[config.mk]
export PLATFORM = sky130hd
export DESIGN_NAME = i2c_tx_sequencer
export DESIGN_NICKNAME = d
export VERILOG_FILES = /design/src/rtl/level_sync.v /design/src/rtl/tx_byte_mem.v /design/src/rtl/i2c_tx_sequencer.v
export VERILOG_INCLUDE_DIRS = /design/src /design/src/pkg
export SDC_FILE = /design/constraint.sdc
export NUM_CORES = 1
export LEC_CHECK = 0
export ABC_AREA = 0
export BUFFER_PORTS_ARGS = -buffer_cell sky130_fd_sc_hd__buf_2
export CORE_ASPECT_RATIO = 0.5
export CORE_MARGIN = 2
export CORE_UTILIZATION = 53
export DETAILED_ROUTE_END_ITERATION = 10
export GPL_TIMING_DRIVEN = 0
export HOLD_SLACK_MARGIN = 0.12
export PLACE_DENSITY = 0.75
export SYNTH_ARGS = -nofsm -noshare
export SYNTH_HDL_FRONTEND = slang
export SYNTH_HIERARCHICAL = 1
export SYNTH_SLANG_ARGS = --single-unit
[constraint.sdc]
create_clock -name core_clk -period 6.4 [get_ports core_clk]
set_clock_uncertainty 0.15 [all_clocks]
set_input_delay 0 -clock core_clk [delete_from_list [all_inputs] [get_ports core_clk]]
set_output_delay 0 -clock core_clk [all_outputs]
set_load 0.1 [all_outputs]
[src/pkg/i2c_seq_regs.vh]
// constants shared by the two-wire transmit sequencer files
`ifndef I2C_SEQ_REGS_VH
`define I2C_SEQ_REGS_VH

// own wishbone registers (byte offsets)
`define REG_CTRL 6'h00
`define REG_FRAME 6'h04
`define REG_COUNT 6'h08
`define REG_DIVIDER 6'h0c
`define REG_IRQ_STATUS 6'h10
`define REG_IRQ_MASK 6'h14
`define TXBUF_BASE_BIT 5

// ctrl fields
`define CTRL_GO_BIT 0
`define CTRL_BUSY_BIT 1
`define CTRL_NACK_BIT 2

// irq status fields
`define IRQ_DONE_BIT 0
`define IRQ_NACK_BIT 1
`define IRQ_WIDTH 2

// device register indices on the device port
`define DEV_DATA 3'h0
`define DEV_OUT_LEVELS 3'h1
`define DEV_OUT_ENABLE 3'h2
`define DEV_START 3'h3
`define DEV_STATUS 3'h4
`define DEV_IRQ_CLEAR 3'h5

// device field positions and values
`define OUT_LEVELS_IDLE 16'h0f0f
`define DATA_LEVEL_BIT 0
`define CLOCK_LEVEL_BIT 8
`define CHANNEL_BIT 0
`define DIVIDER_LSB 9
`define DIVIDER_WIDTH 7
`define ACK_ERROR_BIT 0
`define RESET_DIVIDER 7'h01

// timing
`define CLK_MHZ 200
`define HOLD_TIME_NS 4000
`define HOLD_CYCLES ((`HOLD_TIME_NS * `CLK_MHZ + 999) / 1000)

`endif

[src/rtl/level_sync.v]
// two flip-flop synchroniser for a level from outside the clock domain
module level_sync (
	input wire core_clk,
	input wire sys_rst,
	input wire async_in,
	output reg sync_out
);
	reg meta_reg;

	always @(posedge core_clk) begin
		if (sys_rst) begin
			meta_reg <= 1'b1;
			sync_out <= 1'b1;
		end else begin
			meta_reg <= async_in;
			sync_out <= meta_reg;
		end
	end
endmodule

[src/rtl/tx_byte_mem.v]
// small byte store for the data frames, registered read
module tx_byte_mem #(
	parameter DEPTH = 8,
	parameter AW = 3
) (
	input wire core_clk,
	input wire wr_en,
	input wire [AW-1:0] wr_addr,
	input wire [7:0] wr_data,
	input wire [AW-1:0] rd_addr,
	output reg [7:0] rd_data
);
	reg [7:0] mem [0:DEPTH-1];

	always @(posedge core_clk) begin
		if (wr_en) begin
			mem[wr_addr] <= wr_data;
		end
		rd_data <= mem[rd_addr];
	end
endmodule

[src/rtl/i2c_tx_sequencer.v]
// controller that drives the serial channel through an address+data write
`include "i2c_seq_regs.vh"
module i2c_tx_sequencer #(
	parameter DEPTH = 8,
	parameter AW = 3
) (
	input wire core_clk,
	input wire sys_rst,
	input wire wb_cyc_i,
	input wire wb_stb_i,
	input wire wb_we_i,
	input wire [5:0] wb_adr_i,
	input wire [3:0] wb_sel_i,
	input wire [31:0] wb_dat_i,
	output reg [31:0] wb_dat_o,
	output reg wb_ack_o,
	output wire irq,
	output reg [2:0] dev_addr,
	output reg [15:0] dev_wdata,
	output reg dev_we,
	output reg dev_re,
	input wire [15:0] dev_rdata,
	input wire transfer_end_irq,
	input wire bus_clock_line
);
	localparam S_IDLE = 18'h00001;
	localparam S_WAIT_HIGH = 18'h00002;
	localparam S_SO_LOW = 18'h00004;
	localparam S_HOLD = 18'h00008;
	localparam S_CKO_LOW = 18'h00010;
	localparam S_WAIT_LOW = 18'h00020;
	localparam S_SOE_ON = 18'h00040;
	localparam S_SS_ON = 18'h00080;
	localparam S_FETCH = 18'h00100;
	localparam S_LOAD = 18'h00200;
	localparam S_WAIT_END = 18'h00400;
	localparam S_CLR_END = 18'h00800;
	localparam S_RD_ST = 18'h01000;
	localparam S_CHECK = 18'h02000;
	localparam S_STOP_SOE = 18'h04000;
	localparam S_STOP_SO = 18'h08000;
	localparam S_STOP_HOLD = 18'h10000;
	localparam S_STOP_REL = 18'h20000;
	localparam integer HOLD_INT = `HOLD_CYCLES - 1;
	localparam [11:0] HOLD_LAST = HOLD_INT[11:0];

	reg [17:0] state_reg;
	reg [7:0] frame_reg;
	reg [AW:0] count_reg;
	reg [`DIVIDER_WIDTH-1:0] divider_reg;
	reg [`DIVIDER_WIDTH-1:0] run_div_reg;
	reg [`IRQ_WIDTH-1:0] irq_status_reg;
	reg [`IRQ_WIDTH-1:0] irq_mask_reg;
	reg [AW:0] sent_reg;
	reg [11:0] hold_cnt_reg;
	reg addr_phase_reg;
	reg nack_reg;
	reg end_prev_reg;
	reg go_pulse;
	reg done_evt;
	reg nack_evt;
	wire scl_sync;
	wire end_sync;
	wire wb_hit;
	wire buf_wr;
	wire [7:0] mem_rdata;
	wire busy;
	wire end_rise;

	// drives the out-levels register with chosen clock and data bits
	function [15:0] out_levels;
		input clk_bit;
		input data_bit;
		reg [15:0] v;
		begin
			v = `OUT_LEVELS_IDLE;
			v[`CLOCK_LEVEL_BIT] = clk_bit;
			v[`DATA_LEVEL_BIT] = data_bit;
			out_levels = v;
		end
	endfunction

	// divider in 15:9, byte in 7:0, bit 8 zero
	function [15:0] data_word;
		input [`DIVIDER_WIDTH-1:0] div;
		input [7:0] byte_val;
		begin
			data_word = {div, 1'b0, byte_val};
		end
	endfunction

	level_sync scl_sync_i (
		.core_clk(core_clk),
		.sys_rst(sys_rst),
		.async_in(bus_clock_line),
		.sync_out(scl_sync)
	);

	level_sync end_sync_i (
		.core_clk(core_clk),
		.sys_rst(sys_rst),
		.async_in(transfer_end_irq),
		.sync_out(end_sync)
	);

	assign wb_hit = wb_cyc_i & wb_stb_i & ~wb_ack_o;
	assign buf_wr = wb_hit & wb_we_i & wb_sel_i[0] & wb_adr_i[`TXBUF_BASE_BIT];
	assign busy = ~state_reg[0];
	assign end_rise = end_sync & ~end_prev_reg;
	assign irq = |(irq_status_reg & irq_mask_reg);

	tx_byte_mem #(
		.DEPTH(DEPTH),
		.AW(AW)
	) buf_i (
		.core_clk(core_clk),
		.wr_en(buf_wr),
		.wr_addr(wb_adr_i[AW+1:2]),
		.wr_data(wb_dat_i[7:0]),
		.rd_addr(sent_reg[AW-1:0]),
		.rd_data(mem_rdata)
	);

	// wishbone slave: ack one cycle after the request, dropped next cycle
	always @(posedge core_clk) begin
		if (sys_rst) begin
			wb_ack_o <= 1'b0;
			wb_dat_o <= 32'h00000000;
			go_pulse <= 1'b0;
			frame_reg <= 8'h00;
			count_reg <= {(AW+1){1'b0}};
			divider_reg <= `RESET_DIVIDER;
			irq_mask_reg <= {`IRQ_WIDTH{1'b0}};
		end else begin
			wb_ack_o <= wb_hit;
			go_pulse <= 1'b0;
			wb_dat_o <= 32'h00000000;
			if (wb_hit & wb_we_i & ~wb_adr_i[`TXBUF_BASE_BIT]) begin
				case (wb_adr_i)
				`REG_CTRL: begin
					go_pulse <= wb_sel_i[0] & wb_dat_i[`CTRL_GO_BIT] & ~busy;
				end
				`REG_FRAME: begin
					// address in 7:1, direction in bit 0
					if (wb_sel_i[0] & ~busy) frame_reg <= wb_dat_i[7:0];
				end
				`REG_COUNT: begin
					if (wb_sel_i[0] & ~busy) count_reg <= wb_dat_i[AW:0];
				end
				`REG_DIVIDER: begin
					// zero would exceed a quarter of the channel clock
					if (wb_sel_i[0] & ~busy) begin
						if (wb_dat_i[`DIVIDER_WIDTH-1:0] == 7'h00) begin
							divider_reg <= 7'h01;
						end else begin
							divider_reg <= wb_dat_i[`DIVIDER_WIDTH-1:0];
						end
					end
				end
				`REG_IRQ_MASK: begin
					if (wb_sel_i[0]) irq_mask_reg <= wb_dat_i[`IRQ_WIDTH-1:0];
				end
				default: begin
				end
				endcase
			end
			if (wb_hit & ~wb_we_i) begin
				case (wb_adr_i)
				`REG_CTRL: begin
					wb_dat_o[`CTRL_BUSY_BIT] <= busy;
					wb_dat_o[`CTRL_NACK_BIT] <= nack_reg;
				end
				`REG_FRAME: wb_dat_o[7:0] <= frame_reg;
				`REG_COUNT: wb_dat_o[AW:0] <= count_reg;
				`REG_DIVIDER: wb_dat_o[`DIVIDER_WIDTH-1:0] <= divider_reg;
				`REG_IRQ_STATUS: wb_dat_o[`IRQ_WIDTH-1:0] <= irq_status_reg;
				`REG_IRQ_MASK: wb_dat_o[`IRQ_WIDTH-1:0] <= irq_mask_reg;
				default: wb_dat_o <= 32'h00000000;
				endcase
			end
		end
	end

	// sticky events; a new event wins over a same-cycle write-one clear
	always @(posedge core_clk) begin
		if (sys_rst) begin
			irq_status_reg <= {`IRQ_WIDTH{1'b0}};
		end else begin
			if (wb_hit & wb_we_i & wb_sel_i[0] & (wb_adr_i == `REG_IRQ_STATUS)) begin
				irq_status_reg <= (irq_status_reg & ~wb_dat_i[`IRQ_WIDTH-1:0])
					| {nack_evt, done_evt};
			end else begin
				irq_status_reg <= irq_status_reg | {nack_evt, done_evt};
			end
		end
	end

	// sequencer over the device port
	always @(posedge core_clk) begin
		if (sys_rst) begin
			state_reg <= S_IDLE;
			dev_addr <= `DEV_DATA;
			dev_wdata <= 16'h0000;
			dev_we <= 1'b0;
			dev_re <= 1'b0;
			run_div_reg <= `RESET_DIVIDER;
			sent_reg <= {(AW+1){1'b0}};
			hold_cnt_reg <= 12'h000;
			addr_phase_reg <= 1'b0;
			nack_reg <= 1'b0;
			end_prev_reg <= 1'b1; // synchroniser resets high: no false edge
			done_evt <= 1'b0;
			nack_evt <= 1'b0;
		end else begin
			dev_we <= 1'b0;
			dev_re <= 1'b0;
			done_evt <= 1'b0;
			nack_evt <= 1'b0;
			end_prev_reg <= end_sync;
			case (state_reg)
			S_IDLE: begin
				if (go_pulse) begin
					run_div_reg <= divider_reg;
					sent_reg <= {(AW+1){1'b0}};
					nack_reg <= 1'b0;
					state_reg <= S_WAIT_HIGH;
				end
			end
			S_WAIT_HIGH: begin
				if (scl_sync) state_reg <= S_SO_LOW;
			end
			S_SO_LOW: begin
				// output enable still off, so the level bit owns the line
				dev_addr <= `DEV_OUT_LEVELS;
				dev_wdata <= out_levels(1'b1, 1'b0);
				dev_we <= 1'b1;
				hold_cnt_reg <= 12'h000;
				state_reg <= S_HOLD;
			end
			S_HOLD: begin
				hold_cnt_reg <= hold_cnt_reg + 12'h001;
				if (hold_cnt_reg == HOLD_LAST) state_reg <= S_CKO_LOW;
			end
			S_CKO_LOW: begin
				dev_addr <= `DEV_OUT_LEVELS;
				dev_wdata <= out_levels(1'b0, 1'b0);
				dev_we <= 1'b1;
				state_reg <= S_WAIT_LOW;
			end
			S_WAIT_LOW: begin
				if (~scl_sync) state_reg <= S_SOE_ON;
			end
			S_SOE_ON: begin
				dev_addr <= `DEV_OUT_ENABLE;
				dev_wdata <= 16'h0001 << `CHANNEL_BIT;
				dev_we <= 1'b1;
				state_reg <= S_SS_ON;
			end
			S_SS_ON: begin
				dev_addr <= `DEV_START;
				dev_wdata <= 16'h0001 << `CHANNEL_BIT;
				dev_we <= 1'b1;
				addr_phase_reg <= 1'b1;
				state_reg <= S_LOAD;
			end
			S_FETCH: begin
				// one cycle for the registered buffer read
				state_reg <= S_LOAD;
			end
			S_LOAD: begin
				// divider rewritten unchanged with every frame
				dev_addr <= `DEV_DATA;
				if (addr_phase_reg) begin
					dev_wdata <= data_word(run_div_reg, frame_reg);
				end else begin
					dev_wdata <= data_word(run_div_reg, mem_rdata);
				end
				dev_we <= 1'b1;
				state_reg <= S_WAIT_END;
			end
			S_WAIT_END: begin
				// device holds clock low until the next byte is written
				if (end_rise) state_reg <= S_CLR_END;
			end
			S_CLR_END: begin
				dev_addr <= `DEV_IRQ_CLEAR;
				dev_wdata <= 16'h0001 << `CHANNEL_BIT;
				dev_we <= 1'b1;
				state_reg <= S_RD_ST;
			end
			S_RD_ST: begin
				// ack flag valid once the end interrupt is seen
				dev_addr <= `DEV_STATUS;
				dev_re <= 1'b1;
				state_reg <= S_CHECK;
			end
			S_CHECK: begin
				if (~dev_re) begin
					if (dev_rdata[`ACK_ERROR_BIT]) begin
						nack_reg <= 1'b1;
						nack_evt <= 1'b1;
						state_reg <= S_STOP_SOE;
					end else begin
						if (~addr_phase_reg) sent_reg <= sent_reg + 1'b1;
						addr_phase_reg <= 1'b0;
						if ((addr_phase_reg ? sent_reg : sent_reg + 1'b1)
							== count_reg) begin
							state_reg <= S_STOP_SOE;
						end else begin
							state_reg <= S_FETCH;
						end
					end
				end
			end
			S_STOP_SOE: begin
				// output enable only touched once no frame is in flight
				dev_addr <= `DEV_OUT_ENABLE;
				dev_wdata <= 16'h0000;
				dev_we <= 1'b1;
				state_reg <= S_STOP_SO;
			end
			S_STOP_SO: begin
				dev_addr <= `DEV_OUT_LEVELS;
				dev_wdata <= out_levels(1'b1, 1'b0);
				dev_we <= 1'b1;
				hold_cnt_reg <= 12'h000;
				state_reg <= S_STOP_HOLD;
			end
			S_STOP_HOLD: begin
				hold_cnt_reg <= hold_cnt_reg + 12'h001;
				if (hold_cnt_reg == HOLD_LAST) state_reg <= S_STOP_REL;
			end
			S_STOP_REL: begin
				// data rises while clock high, line left at idle high
				dev_addr <= `DEV_OUT_LEVELS;
				dev_wdata <= out_levels(1'b1, 1'b1);
				dev_we <= 1'b1;
				done_evt <= 1'b1;
				state_reg <= S_IDLE;
			end
			default: state_reg <= S_IDLE;
			endcase
		end
	end
endmodule

==> results_dict.tcl <==
set metrics [dict create \
    status "finished, final reports clean" \
    post-place-ws_ns 3.089 \
    grt_max_degree 21 \
    clk_latency_ns 0.43 \
    clock_path_buffers 2 \
    ant_nets 0 \
    hold_viol 0 \
    slew_violations 0 \
    async_flop_share 0 \
    fmax_ghz 0.2906 \
    synthFlopType "dfxtp_1" \
    cp.required_ns 6.57 \
    cts_buffers 17 \
    startpoint_type "register" \
    syn_area_mm2 0.007535 \
    nets 856 \
    antenna_found_initial 0 \
    wl_um 17180 \
    vias 5602 \
    total_power_mw 2.659 \
    grt_remaining_overflow 0 \
    ys_seq_area_frac 0.5526 \
    setup_slack_ns 2.959 \
    firstDrtPassIters 5 \
    gr-usage-all-layers 0.2297 \
    coreArea_mm2 0.01370 \
    core.rowCount 30 \
    slew_headroom 0.2095 \
    syn_inst 665 \
    fin_crit_sh 0.5376 \
    wl_per_cell_um 17.28 \
    grt_pass1_vias 5257 \
    drt_iter0_markers 426 \
    cts_sinks 176 \
    syn_avg_cell_area_um2 11.33 \
    yosysWarnings 6 \
    cts_root_buf "clkbuf_16" \
    tightest_slew_ns 1.175 \
    n_antenna_cell 0 \
    cts_hold_buf 29 \
    htreeDepth 4 \
    path_max_fanout 9 \
    cts_tree "done" \
    maxCapViolations 0 \
    final_cell_mix "dfxtp_1 (112), nor2_1 (70), edfxtp_1 (64)" \
    path_clk_slew_ns 0.07 \
    drc 0 \
    die_w_um 172.6 \
    power.leakage_nw 3.404 \
    crit_path_end_kind "register" \
    final_common_cell "dfxtp_1" \
    start_util 0.5500 \
    die_y_um 88.31 \
    ctsResizeCount 0 \
    ioPinCount 120 \
    areaGrowthSynthToFinish_pct 19.69 \
    largest_register_ff_count 64 \
    rsz0062_at_grt "false" \
    synth_seq_cells 176 \
    dp_hpwl_um 11840 \
    io_buffer_count 53 \
    setup_tns_ns 0 \
    postCtsSetupRepairBufs 0 \
    fp.dieArea_mm2 0.01524 \
    vias_per_cell 5.636 \
    hp-class "in2reg" \
    layout-drive-gt1-share 0.1808 \
    fillers 1074 \
    place.gp.congestion 0.9015 \
    critical_path_class "reg2reg" \
    layout_min_cycle_time_ns 3.441 \
    powerDensity_mw_per_mm2 294.8 \
    setup_viol 0 \
    synth_edf_count 64 \
    grt_pass1_wl_um 26940 \
    arrival_ns 3.61 \
    vdd.ir_drop.worst_uv 173.8 \
    synth_cell_types 61 \
]
==> where the power goes <==
| part | internal [mW] | total (mW) | switching (mW) |
|---|---|---|---|
| logic | 0.106 | 0.420 | 0.314 |
| registers | 1.18 | 1.21 | 0.0237 |
| clock network | 0.528 | 1.03 | 0.505 |
| total | 1.82 | 2.66 | 0.843 |
==> Yosys cell counts (5+ instances only) <==
master | number | area (µm²)
or4_1 | 14 | 105.1
xor2_1 | 5 | 43.79
a31oi_1 | 6 | 37.54
mux2_2 | 18 | 202.7
buf_2 | 5 | 25.02
nand3b_1 | 9 | 67.56
dfxtp_1 | 112 | 2242
nor4_1 | 14 | 87.58
nand2_1 | 40 | 150.1
a21oi_1 | 41 | 205.2
or3_1 | 8 | 50.05
a32oi_1 | 5 | 43.79
inv_1 | 5 | 18.77
nor2b_1 | 14 | 87.58
nand3_1 | 26 | 130.1
nor2_1 | 70 | 262.8
mux2i_1 | 27 | 270.3
buf_4 | 24 | 180.2
edfxtp_1 | 64 | 1922
nor3_1 | 13 | 65.06
clkbuf_1 | 24 | 90.09
mux4_1 | 15 | 394.1
and2_1 | 5 | 31.28
o21ai_0 | 19 | 95.09
nand2b_1 | 8 | 50.05
==> path summary, 6_finish.rpt <==
kind	endpoint	slack, ns	depth (start not counted)	from
setup reg to reg	state_reg[15]$_SDFFE_PP0P_	2.96	7	state_reg[16]$_SDFFE_PP0P_
hold / removal	wb_dat_o[1]$_SDFF_PP0_	0.17	5	wb_cyc_i
hold reg to reg	end_sync_i/sync_out$_SDFF_PP1_	0.26	1	end_sync_i/meta_reg$_SDFF_PP1_
setup / recovery	state_reg[15]$_SDFFE_PP0P_	2.96	7	state_reg[16]$_SDFFE_PP0P_
==> final cells by class <==
| type | instances | area [µm²] | area share |
|---|---|---|---|
| clock buffers | 17 | 425.4 | 0.04717 |
| inverters | 5 | 18.77 | 0.002081 |
| clock inverters | 15 | 176.4 | 0.01956 |
| repair buffers | 82 | 555.5 | 0.06160 |
| multi-input cells | 450 | 3097 | 0.3434 |
| plain buffers | 57 | 341.6 | 0.03787 |
| well taps | 192 | 240.2 | 0.02664 |
| flip-flops and latches | 176 | 4164 | 0.4617 |
==> per-stage QoR <==
step,cells,util,instance area (µm²),hold slack [ns]
floorplan,688,-,7621,-0.05286
global placement,933,0.5932,8127,0.02601
detailed placement,933,0.5932,8127,0.03298
CTS,994,0.6583,9019,0.1336
global route,994,0.6583,9019,0.1705
finish,994,0.6583,9019,0.1720
==> metal layers <==
| layer | share of wire | routed length (µm) | track usage |
|---|---|---|---|
| met1 | 0.45 | 7677 | 0.2914 |
| met5 | 0 | 0 | 0 |
| met4 | 0.014 | 237 | 0.07692 |
| met3 | 0.065 | 1119 | 0.05198 |
| met2 | 0.47 | 8142 | 0.3998 |
==> logic make-up (layout without fill, tap and decap cells) <==
family / Yosys count / count (layout) / share of synthesized area
buf+inv: 62 / 176 / 0.04782
simple gates: 255 / 255 / 0.1832
xor+xnor: 9 / 9 / 0.01046
other cells: 1 / 24 / 0.0004977
compound gates: 98 / 98 / 0.08104
flops: 176 / 176 / 0.5526
fa+ha+maj: 2 / 2 / 0.003321
mux: 62 / 62 / 0.1211
==> worst max-delay path, stage by stage, from the launching register on <==
cell and delay, ns:
dfxtp_1 0.39, or4_1 0.67, nor4_1 0.91, a32oi_1 0.34
nand3_1 0.33, or3_1 0.14, buf_2 0.21, and3b_1 0.19
No activity file was read; power rests on OpenSTA's default activity.
